### src/verilog/irq_status_regs.vh
// Purpose: Register map, field positions and reset values of the supply/pin flag bank
// Assumes: APB, 32-bit data, register index times four is the byte address
// Notes: Definitions only
`ifndef IRQ_STATUS_REGS_VH
`define IRQ_STATUS_REGS_VH

// Register indices (byte address is index times four)
`define UV_STATUS_IDX 8'h1c
`define OC_STATUS_IDX 8'h1d
`define PIN_STATUS_IDX 8'h1e
`define UV_MASK_IDX 8'h2c
`define OC_MASK_IDX 8'h2d
`define PIN_MASK_IDX 8'h2e
`define PIN_TRIG_MODE_IDX 8'h30
`define PIN_TRIG_POL_IDX 8'h31

// Field positions
`define UV_LINREG_LSB 8
`define UV_LINREG_MSB 11
`define UV_BUCK_LSB 0
`define UV_BUCK_MSB 5
`define OC_LIMIT_BIT 15
`define PIN_LSB 0
`define PIN_MSB 12

// Valid bit masks
`define UV_VALID_MASK 16'h0f3f
`define OC_VALID_MASK 16'h8000
`define PIN_VALID_MASK 16'h1fff

// Reset values
`define STATUS_RESET 16'h0000
`define MASK_RESET 16'h0000
`define TRIG_RESET 13'h0000

`endif

### src/verilog/supply_fault_gpio_irq_status.v
// Purpose: Read-to-clear fault and pin flag registers with masked interrupt
// Assumes: APB slave, 100 MHz clk_i, asynchronous sources
// Notes: Zero wait states; unmapped addresses read zero, no error
//
// How it works
// - Under-voltage flags: linregs bits 11-8, bucks 5-0
// - Over-current flag at bit 15, rising edge
// - Thirteen pin flags at bits 12-0
// - Pin trigger chosen by per-pin configuration
// - Reading returns flags then clears them
// - Mask bit one hides flag from interrupt
//
// Added by the designer: register access over APB.
`timescale 1ns/1ps
`default_nettype none
`include "irq_status_regs.vh"
// Bus timing, edge by edge
//   setup edge: read word captured, flags of that word cleared, pready set
//   access edge: pready seen high, writes land, pready drops again
// Clearing on the capture edge means an event on that same edge is kept
// for the next read instead of vanishing unseen.
// Sources pass two flops and a history flop: a flag sets on the third edge
// after its source changes, and the interrupt follows one edge later.
// Limitation: a source pulse shorter than a clock period may be missed.
module supply_fault_gpio_irq_status #(
  parameter PINS = 13
) (
  input wire clk_i,
  input wire rst_n_i,
  input wire psel_i,
  input wire penable_i,
  input wire pwrite_i,
  input wire [11:0] paddr_i,
  input wire [31:0] pwdata_i,
  output reg [31:0] prdata_o,
  output reg pready_o,
  output reg pslverr_o,
  input wire [3:0] linreg_undervolt_i,
  input wire [5:0] buck_undervolt_i,
  input wire limit_switch_overcurrent_i,
  input wire [PINS-1:0] pin_i,
  output reg irq_o
);
  reg [15:0] uv_mask_r;
  reg [15:0] oc_mask_r;
  reg [15:0] pin_mask_r;
  reg [PINS-1:0] trig_mode_r;
  reg [PINS-1:0] trig_pol_r;
  reg [31:0] rdata_nxt;
  wire [15:0] uv_flags;
  wire [15:0] oc_flags;
  wire [15:0] pin_flags;
  wire [15:0] uv_src;
  wire [15:0] oc_src;
  wire [15:0] pin_src;
  wire [15:0] pin_both;
  wire [15:0] pin_fall;
  wire [7:0] idx;
  wire acc;
  wire wr;
  wire mapped;
  wire setup;
  wire setup_rd;
  wire uv_clr;
  wire oc_clr;
  wire pin_clr;
  wire [15:0] uv_pending;
  wire [15:0] oc_pending;
  wire [15:0] pin_pending;

  // Word index from byte address
  // Alias bits are screened by the decode below
  function [7:0] word_index;
    input [11:0] addr;
    begin
      word_index = addr[9:2];
    end
  endfunction

  // True when the decoded word index names the given register
  function hits;
    input [7:0] index;
    input [7:0] target;
    begin
      hits = (index == target);
    end
  endfunction

  // Only the low word window decodes; upper and byte-lane bits must be zero
  // so that no register shows up again at an alias address
  assign mapped = (paddr_i[11:10] == 2'b00) && (paddr_i[1:0] == 2'b00);
  assign idx = mapped ? word_index(paddr_i) : 8'hff;
  assign acc = psel_i & penable_i;
  assign wr = acc & pwrite_i;

  // Clear on the setup edge, the edge that captures the read word: an event
  // landing there is not in the returned word, so it must stay set. A clear
  // one edge later would drop it unreported.
  assign setup = psel_i & ~penable_i;
  assign setup_rd = setup & ~pwrite_i;
  assign uv_clr = setup_rd & hits(idx, `UV_STATUS_IDX);
  assign oc_clr = setup_rd & hits(idx, `OC_STATUS_IDX);
  assign pin_clr = setup_rd & hits(idx, `PIN_STATUS_IDX);

  // Source vectors placed at their register bit positions
  // Unused positions are zero and their flags are disabled as well
  assign uv_src = {4'h0, linreg_undervolt_i, 2'h0, buck_undervolt_i};
  assign oc_src = {limit_switch_overcurrent_i, 15'h0000};
  assign pin_src = {{(16-PINS){1'b0}}, pin_i};
  assign pin_both = {{(16-PINS){1'b0}}, trig_mode_r};
  assign pin_fall = {{(16-PINS){1'b0}}, trig_pol_r};

  // Under-voltage bank, rising edge only
  // Bits 15-12 and 7-6 are disabled and always read zero
  flag_cell #(.WIDTH(16)) uv_bank (
    .clk_i(clk_i),
    .rst_n_i(rst_n_i),
    .src_i(uv_src),
    .enable_i(`UV_VALID_MASK),
    .both_i(16'h0000),
    .fall_i(16'h0000),
    .clear_i(uv_clr),
    .flags_o(uv_flags)
  );

  // Over-current bank, rising edge only
  // Only bit 15 is enabled
  flag_cell #(.WIDTH(16)) oc_bank (
    .clk_i(clk_i),
    .rst_n_i(rst_n_i),
    .src_i(oc_src),
    .enable_i(`OC_VALID_MASK),
    .both_i(16'h0000),
    .fall_i(16'h0000),
    .clear_i(oc_clr),
    .flags_o(oc_flags)
  );

  // Pin bank, trigger set by configuration registers
  // Positions above the pin count are tied off and stay zero
  flag_cell #(.WIDTH(16)) pin_bank (
    .clk_i(clk_i),
    .rst_n_i(rst_n_i),
    .src_i(pin_src),
    .enable_i(`PIN_VALID_MASK),
    .both_i(pin_both),
    .fall_i(pin_fall),
    .clear_i(pin_clr),
    .flags_o(pin_flags)
  );

  // Software-written mask and trigger configuration
  // Trigger per pin: mode one takes both edges; with mode zero the polarity
  // bit picks falling (one) or rising (zero). Changing either while a pin is
  // steady raises no flag, since only edges are seen.
  always @(posedge clk_i or negedge rst_n_i) begin
    if (!rst_n_i) begin
      uv_mask_r <= `MASK_RESET;
      oc_mask_r <= `MASK_RESET;
      pin_mask_r <= `MASK_RESET;
      trig_mode_r <= `TRIG_RESET;
      trig_pol_r <= `TRIG_RESET;
    end else if (wr) begin
      case (idx)
        `UV_MASK_IDX: uv_mask_r <= pwdata_i[15:0] & `UV_VALID_MASK;
        `OC_MASK_IDX: oc_mask_r <= pwdata_i[15:0] & `OC_VALID_MASK;
        `PIN_MASK_IDX: pin_mask_r <= pwdata_i[15:0] & `PIN_VALID_MASK;
        `PIN_TRIG_MODE_IDX: trig_mode_r <= pwdata_i[PINS-1:0];
        `PIN_TRIG_POL_IDX: trig_pol_r <= pwdata_i[PINS-1:0];
        default: trig_pol_r <= trig_pol_r;
      endcase
    end
  end

  // Read mux; status writes are ignored since flags clear on read only
  // Unmapped words and the upper half of every word read zero
  // Captured on the setup edge, so the word stands through the access
  always @* begin
    rdata_nxt = 32'h0000_0000;
    case (idx)
      `UV_STATUS_IDX: rdata_nxt = {16'h0000, uv_flags};
      `OC_STATUS_IDX: rdata_nxt = {16'h0000, oc_flags};
      `PIN_STATUS_IDX: rdata_nxt = {16'h0000, pin_flags};
      `UV_MASK_IDX: rdata_nxt = {16'h0000, uv_mask_r};
      `OC_MASK_IDX: rdata_nxt = {16'h0000, oc_mask_r};
      `PIN_MASK_IDX: rdata_nxt = {16'h0000, pin_mask_r};
      `PIN_TRIG_MODE_IDX: rdata_nxt = {{(32-PINS){1'b0}}, trig_mode_r};
      `PIN_TRIG_POL_IDX: rdata_nxt = {{(32-PINS){1'b0}}, trig_pol_r};
      default: rdata_nxt = 32'h0000_0000;
    endcase
  end

  // Registered APB answer: pready high in the first cycle of the access phase
  // No wait states and no error response; refused writes are just dropped
  always @(posedge clk_i or negedge rst_n_i) begin
    if (!rst_n_i) begin
      prdata_o <= 32'h0000_0000;
      pready_o <= 1'b0;
      pslverr_o <= 1'b0;
    end else begin
      pready_o <= setup;
      pslverr_o <= 1'b0;
      if (setup_rd) begin
        prdata_o <= rdata_nxt;
      end
    end
  end

  // Per-bank pending bits; a one in a mask hides that flag
  assign uv_pending = uv_flags & ~uv_mask_r;
  assign oc_pending = oc_flags & ~oc_mask_r;
  assign pin_pending = pin_flags & ~pin_mask_r;

  // Interrupt level from unmasked flags, registered
  // Registered so the pin comes straight from a flop, one edge after a flag
  always @(posedge clk_i or negedge rst_n_i) begin
    if (!rst_n_i) begin
      irq_o <= 1'b0;
    end else begin
      irq_o <= |(uv_pending | oc_pending | pin_pending);
    end
  end
endmodule
`default_nettype wire

### src/verilog/flag_cell.v
// Purpose: One bank of sticky event flags with synchronised sources
// Assumes: Sources are asynchronous levels; one clock
// Notes: Per-bit trigger select: mode 0 edge, 1 both edges; pol picks edge
`timescale 1ns/1ps
`default_nettype none
module flag_cell #(
  parameter WIDTH = 16
) (
  input wire clk_i,
  input wire rst_n_i,
  input wire [WIDTH-1:0] src_i,
  input wire [WIDTH-1:0] enable_i,
  input wire [WIDTH-1:0] both_i,
  input wire [WIDTH-1:0] fall_i,
  input wire clear_i,
  output reg [WIDTH-1:0] flags_o
);
  reg [WIDTH-1:0] meta_r;
  reg [WIDTH-1:0] sync_r;
  reg [WIDTH-1:0] prev_r;
  wire [WIDTH-1:0] rise;
  wire [WIDTH-1:0] fall;
  wire [WIDTH-1:0] event_hit;

  // Two-stage synchroniser, then a history stage for edge detection
  always @(posedge clk_i or negedge rst_n_i) begin
    if (!rst_n_i) begin
      meta_r <= {WIDTH{1'b0}};
      sync_r <= {WIDTH{1'b0}};
      prev_r <= {WIDTH{1'b0}};
    end else begin
      meta_r <= src_i;
      sync_r <= meta_r;
      prev_r <= sync_r;
    end
  end

  assign rise = sync_r & ~prev_r;
  assign fall = ~sync_r & prev_r;
  // Trigger choice per bit; fixed banks tie both_i and fall_i low
  assign event_hit = enable_i & ((both_i & (rise | fall)) | (~both_i & ~fall_i & rise)
    | (~both_i & fall_i & fall));

  // New events win over a clearing read so none is lost
  always @(posedge clk_i or negedge rst_n_i) begin
    if (!rst_n_i) begin
      flags_o <= {WIDTH{1'b0}};
    end else if (clear_i) begin
      flags_o <= event_hit;
    end else begin
      flags_o <= flags_o | event_hit;
    end
  end
endmodule
`default_nettype wire

### config.mk
export PLATFORM = sky130hd
export DESIGN_NAME = supply_fault_gpio_irq_status
export DESIGN_NICKNAME = d
export VERILOG_FILES = /design/src/verilog/supply_fault_gpio_irq_status.v /design/src/verilog/flag_cell.v
export VERILOG_INCLUDE_DIRS = /design/src /design/src/verilog
export SDC_FILE = /design/constraint.sdc
export NUM_CORES = 1
export LEC_CHECK = 0
export BUFFER_PORTS_ARGS = -buffer_cell sky130_fd_sc_hd__buf_4
export CAP_MARGIN = 25
export CORE_MARGIN = 5
export CORE_UTILIZATION = 55
export DETAILED_ROUTE_END_ITERATION = 8
export GPL_ROUTABILITY_DRIVEN = 1
export GPL_TIMING_DRIVEN = 0
export HOLD_SLACK_MARGIN = 0.05
export PLACE_DENSITY_LB_ADDON = 0.25
export SYNTH_ARGS = -nofsm -noshare
export SYNTH_HDL_FRONTEND = slang
export SYNTH_SLANG_ARGS = --single-unit
### constraint.sdc
create_clock -name clk_i -period 1.4 [get_ports clk_i]
set_input_delay 0.28 -clock clk_i [delete_from_list [all_inputs] [get_ports clk_i]]
set_output_delay 0.28 -clock clk_i [all_outputs]
set_load 0.05 [all_outputs]
==> impl_metrics.tcl <==
set metrics [dict create \
    status "finished with violations" \
    violations "setup timing" \
    syn_inst 567 \
    worst_pin_slew_ps 685 \
    core_mm2 0.0125 \
    grt_pass1_vias 5352 \
    clkTransAtPathRegs_ps 70 \
    antenna_found_initial 0 \
    area_growth_pct 35.9 \
    synthTopCellsByArea "dfrtp_1, mux2_2, ha_1, inv_1, buf_4" \
    yosysTopAreaCellShare 0.589 \
    drt_first_iter_violations 512 \
    rows 41 \
    ir_drop_mv 0.772 \
    design.die.area_mm2 0.0149 \
    setup_viol 84 \
    gp_congestion 0.893 \
    insertion_delay_ps 430 \
    worst_setup_path_end_kind "flip-flop" \
    ant_nets 0 \
    ys_seq_area_frac 0.589 \
    vias 5130 \
    critPathKind "input port to flip-flop" \
    die_y_um 122 \
    ys_types 44 \
    syn-cell-area_mm2 0.00693 \
    drc 0 \
    dr.pass1.iters 5 \
    power.density_mw_per_mm2 1160 \
    final_hold_viol_count 0 \
    p_total_mw 10.9 \
    cts_sinks 163 \
    hold_path_class "input port to flip-flop" \
    cp.required_ps 1720 \
    routed_wl_mm 18.4 \
    grt_max_degree 105 \
    cts_tree "built" \
    drv_slew 0 \
    io_buffers 72 \
    routed_via_density 5.64 \
    fmaxAchievable_mhz 574 \
    maxSlewHeadroom 0.543 \
    finalCritPeriodShare 1.25 \
    max_cap_viol_count 0 \
    cts_inserted_buffers 17 \
    initial_utilization 0.556 \
    synth_edf_count 0 \
    finalWorstSetupSlack_ps -343 \
    clock_skew_ps 5.77 \
    final_nets 824 \
    crit_fanout 5 \
    dieWidth_um 122 \
    synth_top_flop_cell "dfrtp_1" \
    async_flop_share 1.00 \
    ios 108 \
    fin_crit_ps 1740 \
    final_cell_mix "dfrtp_1, buf_4, inv_1, mux2_2" \
    rsz0062_at_grt "yes" \
    overflow 0 \
    worstSetupStartpointType "input port" \
    h-tree-depth 4 \
    final_core_util 0.755 \
    diodes 0 \
    yosys_warnings 0 \
    routedWlPerCell_um 20.2 \
    dp_hpwl_mm 10.8 \
    grt_pass1_wl_mm 28.3 \
    max-clock-path-buffers 2 \
    synth-seq-cells 163 \
    grt_usage 0.251 \
    crit_arrival_ps 2060 \
    final_common_cell "dfrtp_1" \
    syn_avg_cell_area_um2 12.2 \
    p_leak_nw 4.73 \
    clock-root-buffer "clkbuf_16" \
    synth_largest_area_cell "dfrtp_1" \
    layout-drive-gt1-share 0.354 \
]
==> final cells by class <==
class	instances	area [µm²]
buffer	32	294
clock buffer	18	439
clock inverter	13	183
fill	783	3050
inverter	65	244
multi-input combinational	318	2760
sequential	163	4080
tap	172	215
timing repair buffer	128	1200
==> state kept, by name (all words and copies together), names as in the netlist, 13 cells and up <==
name / count
trig_mode_r: 13
pin_bank.flags_o: 13
trig_pol_r: 13
pin_bank.prev_r: 13
prdata_o: 15
pin_bank.meta_r: 13
pin_mask_r: 13
pin_bank.sync_r: 13
==> worst max-delay path, stage by stage <==
cell and delay (ps):
buf_6 100, or4b_4 540, or2_4 260, nor4_4 250, buf_4 190, buf_12 140, mux2_4 300
==> routing by layer <==
layer | vias to the layer above | track usage | wire length [µm]
met2 | 232 | 0.412 | 9160
met3 | 60 | 0.0682 | 1290
li1 | 2263 | - | -
met5 | - | 0 | 0
met4 | 0 | 0.125 | 750
met1 | 2575 | 0.309 | 7150
==> path summary, 6_finish.rpt <==
kind / to / cells after the start / slack [ps] / from
setup / recovery: trig_mode_r[10] / 7 / -340 / paddr_i[3]
max in group asynchronous: pin_bank.flags_o[4] / 3 / 340 / rst_n_i
setup reg to reg: prdata_o[9] / 3 / 10 / trig_mode_r[9]
hold / removal: pin_mask_r[7] / 3 / 80 / pwdata_i[7]
hold reg to reg: uv_bank.sync_r[0] / 0 / 350 / uv_bank.meta_r[0]
min in group asynchronous: uv_bank.meta_r[0] / 2 / 390 / rst_n_i
==> Yosys cell counts, drive strengths merged, types with 2 or more instances <==
cell type  count
a211oi        13
a21o          13
a21oi         17
a221oi         3
a222oi         4
a22o          10
a22oi          2
a31oi          5
buf           30
clkbuf         7
dfrtp        163
ha            26
inv           65
mux2          56
mux2i         11
nand2         23
nand2b         4
nand3          5
nand4b         2
nor2          15
nor2b         15
nor3           9
nor4          23
o21ai         14
o22ai         17
or4            2
or4b           3
==> report_power, final <==
part           switching [mW]  internal [mW]  leakage, nW  total [mW]
registers              0.0843           4.86         1.94        4.95
logic                   0.638          0.397         2.49        1.03
clock network            1.90           3.02        0.294        4.92
total                    2.63           8.27         4.73        10.9
==> through the flow <==
step	hold slack (ps)	instance area, µm²	setup TNS [ps]	cells	setup WS, ps
detailed placement	291	7930	-75010	828	-1180
CTS	89.1	9290	-16050	908	-357
finish	84.0	9410	-17920	909	-343
global placement	332	7900	-193470	827	-1190
floorplan	-15.6	7140	-40760	583	-712
global route	85.2	9410	-19880	909	-353
==> repair_timing <==
item,4_1_cts,5_1_grt
hold buffers,26,0
buffers inserted,24,3
cloned,2,2
endpoints found under the hold margin,84,0
setup endpoints to repair,89,193
gates resized for setup,72,32
pin swaps,26,21
==> kinds of logic after synthesis <==
| family | synth area share |
|---|---|
| multiplexers | 0.107 |
| buffers and inverters | 0.0681 |
| AO/OA/AOI/OAI | 0.0972 |
| flip-flops | 0.589 |
| XOR/XNOR | 0.00126 |
| adder cells (fa/ha/maj) | 0.0470 |
| other | 0.000541 |
| AND/OR/NAND/NOR | 0.0900 |
Note: power is estimated with default switching activity, not from simulation.
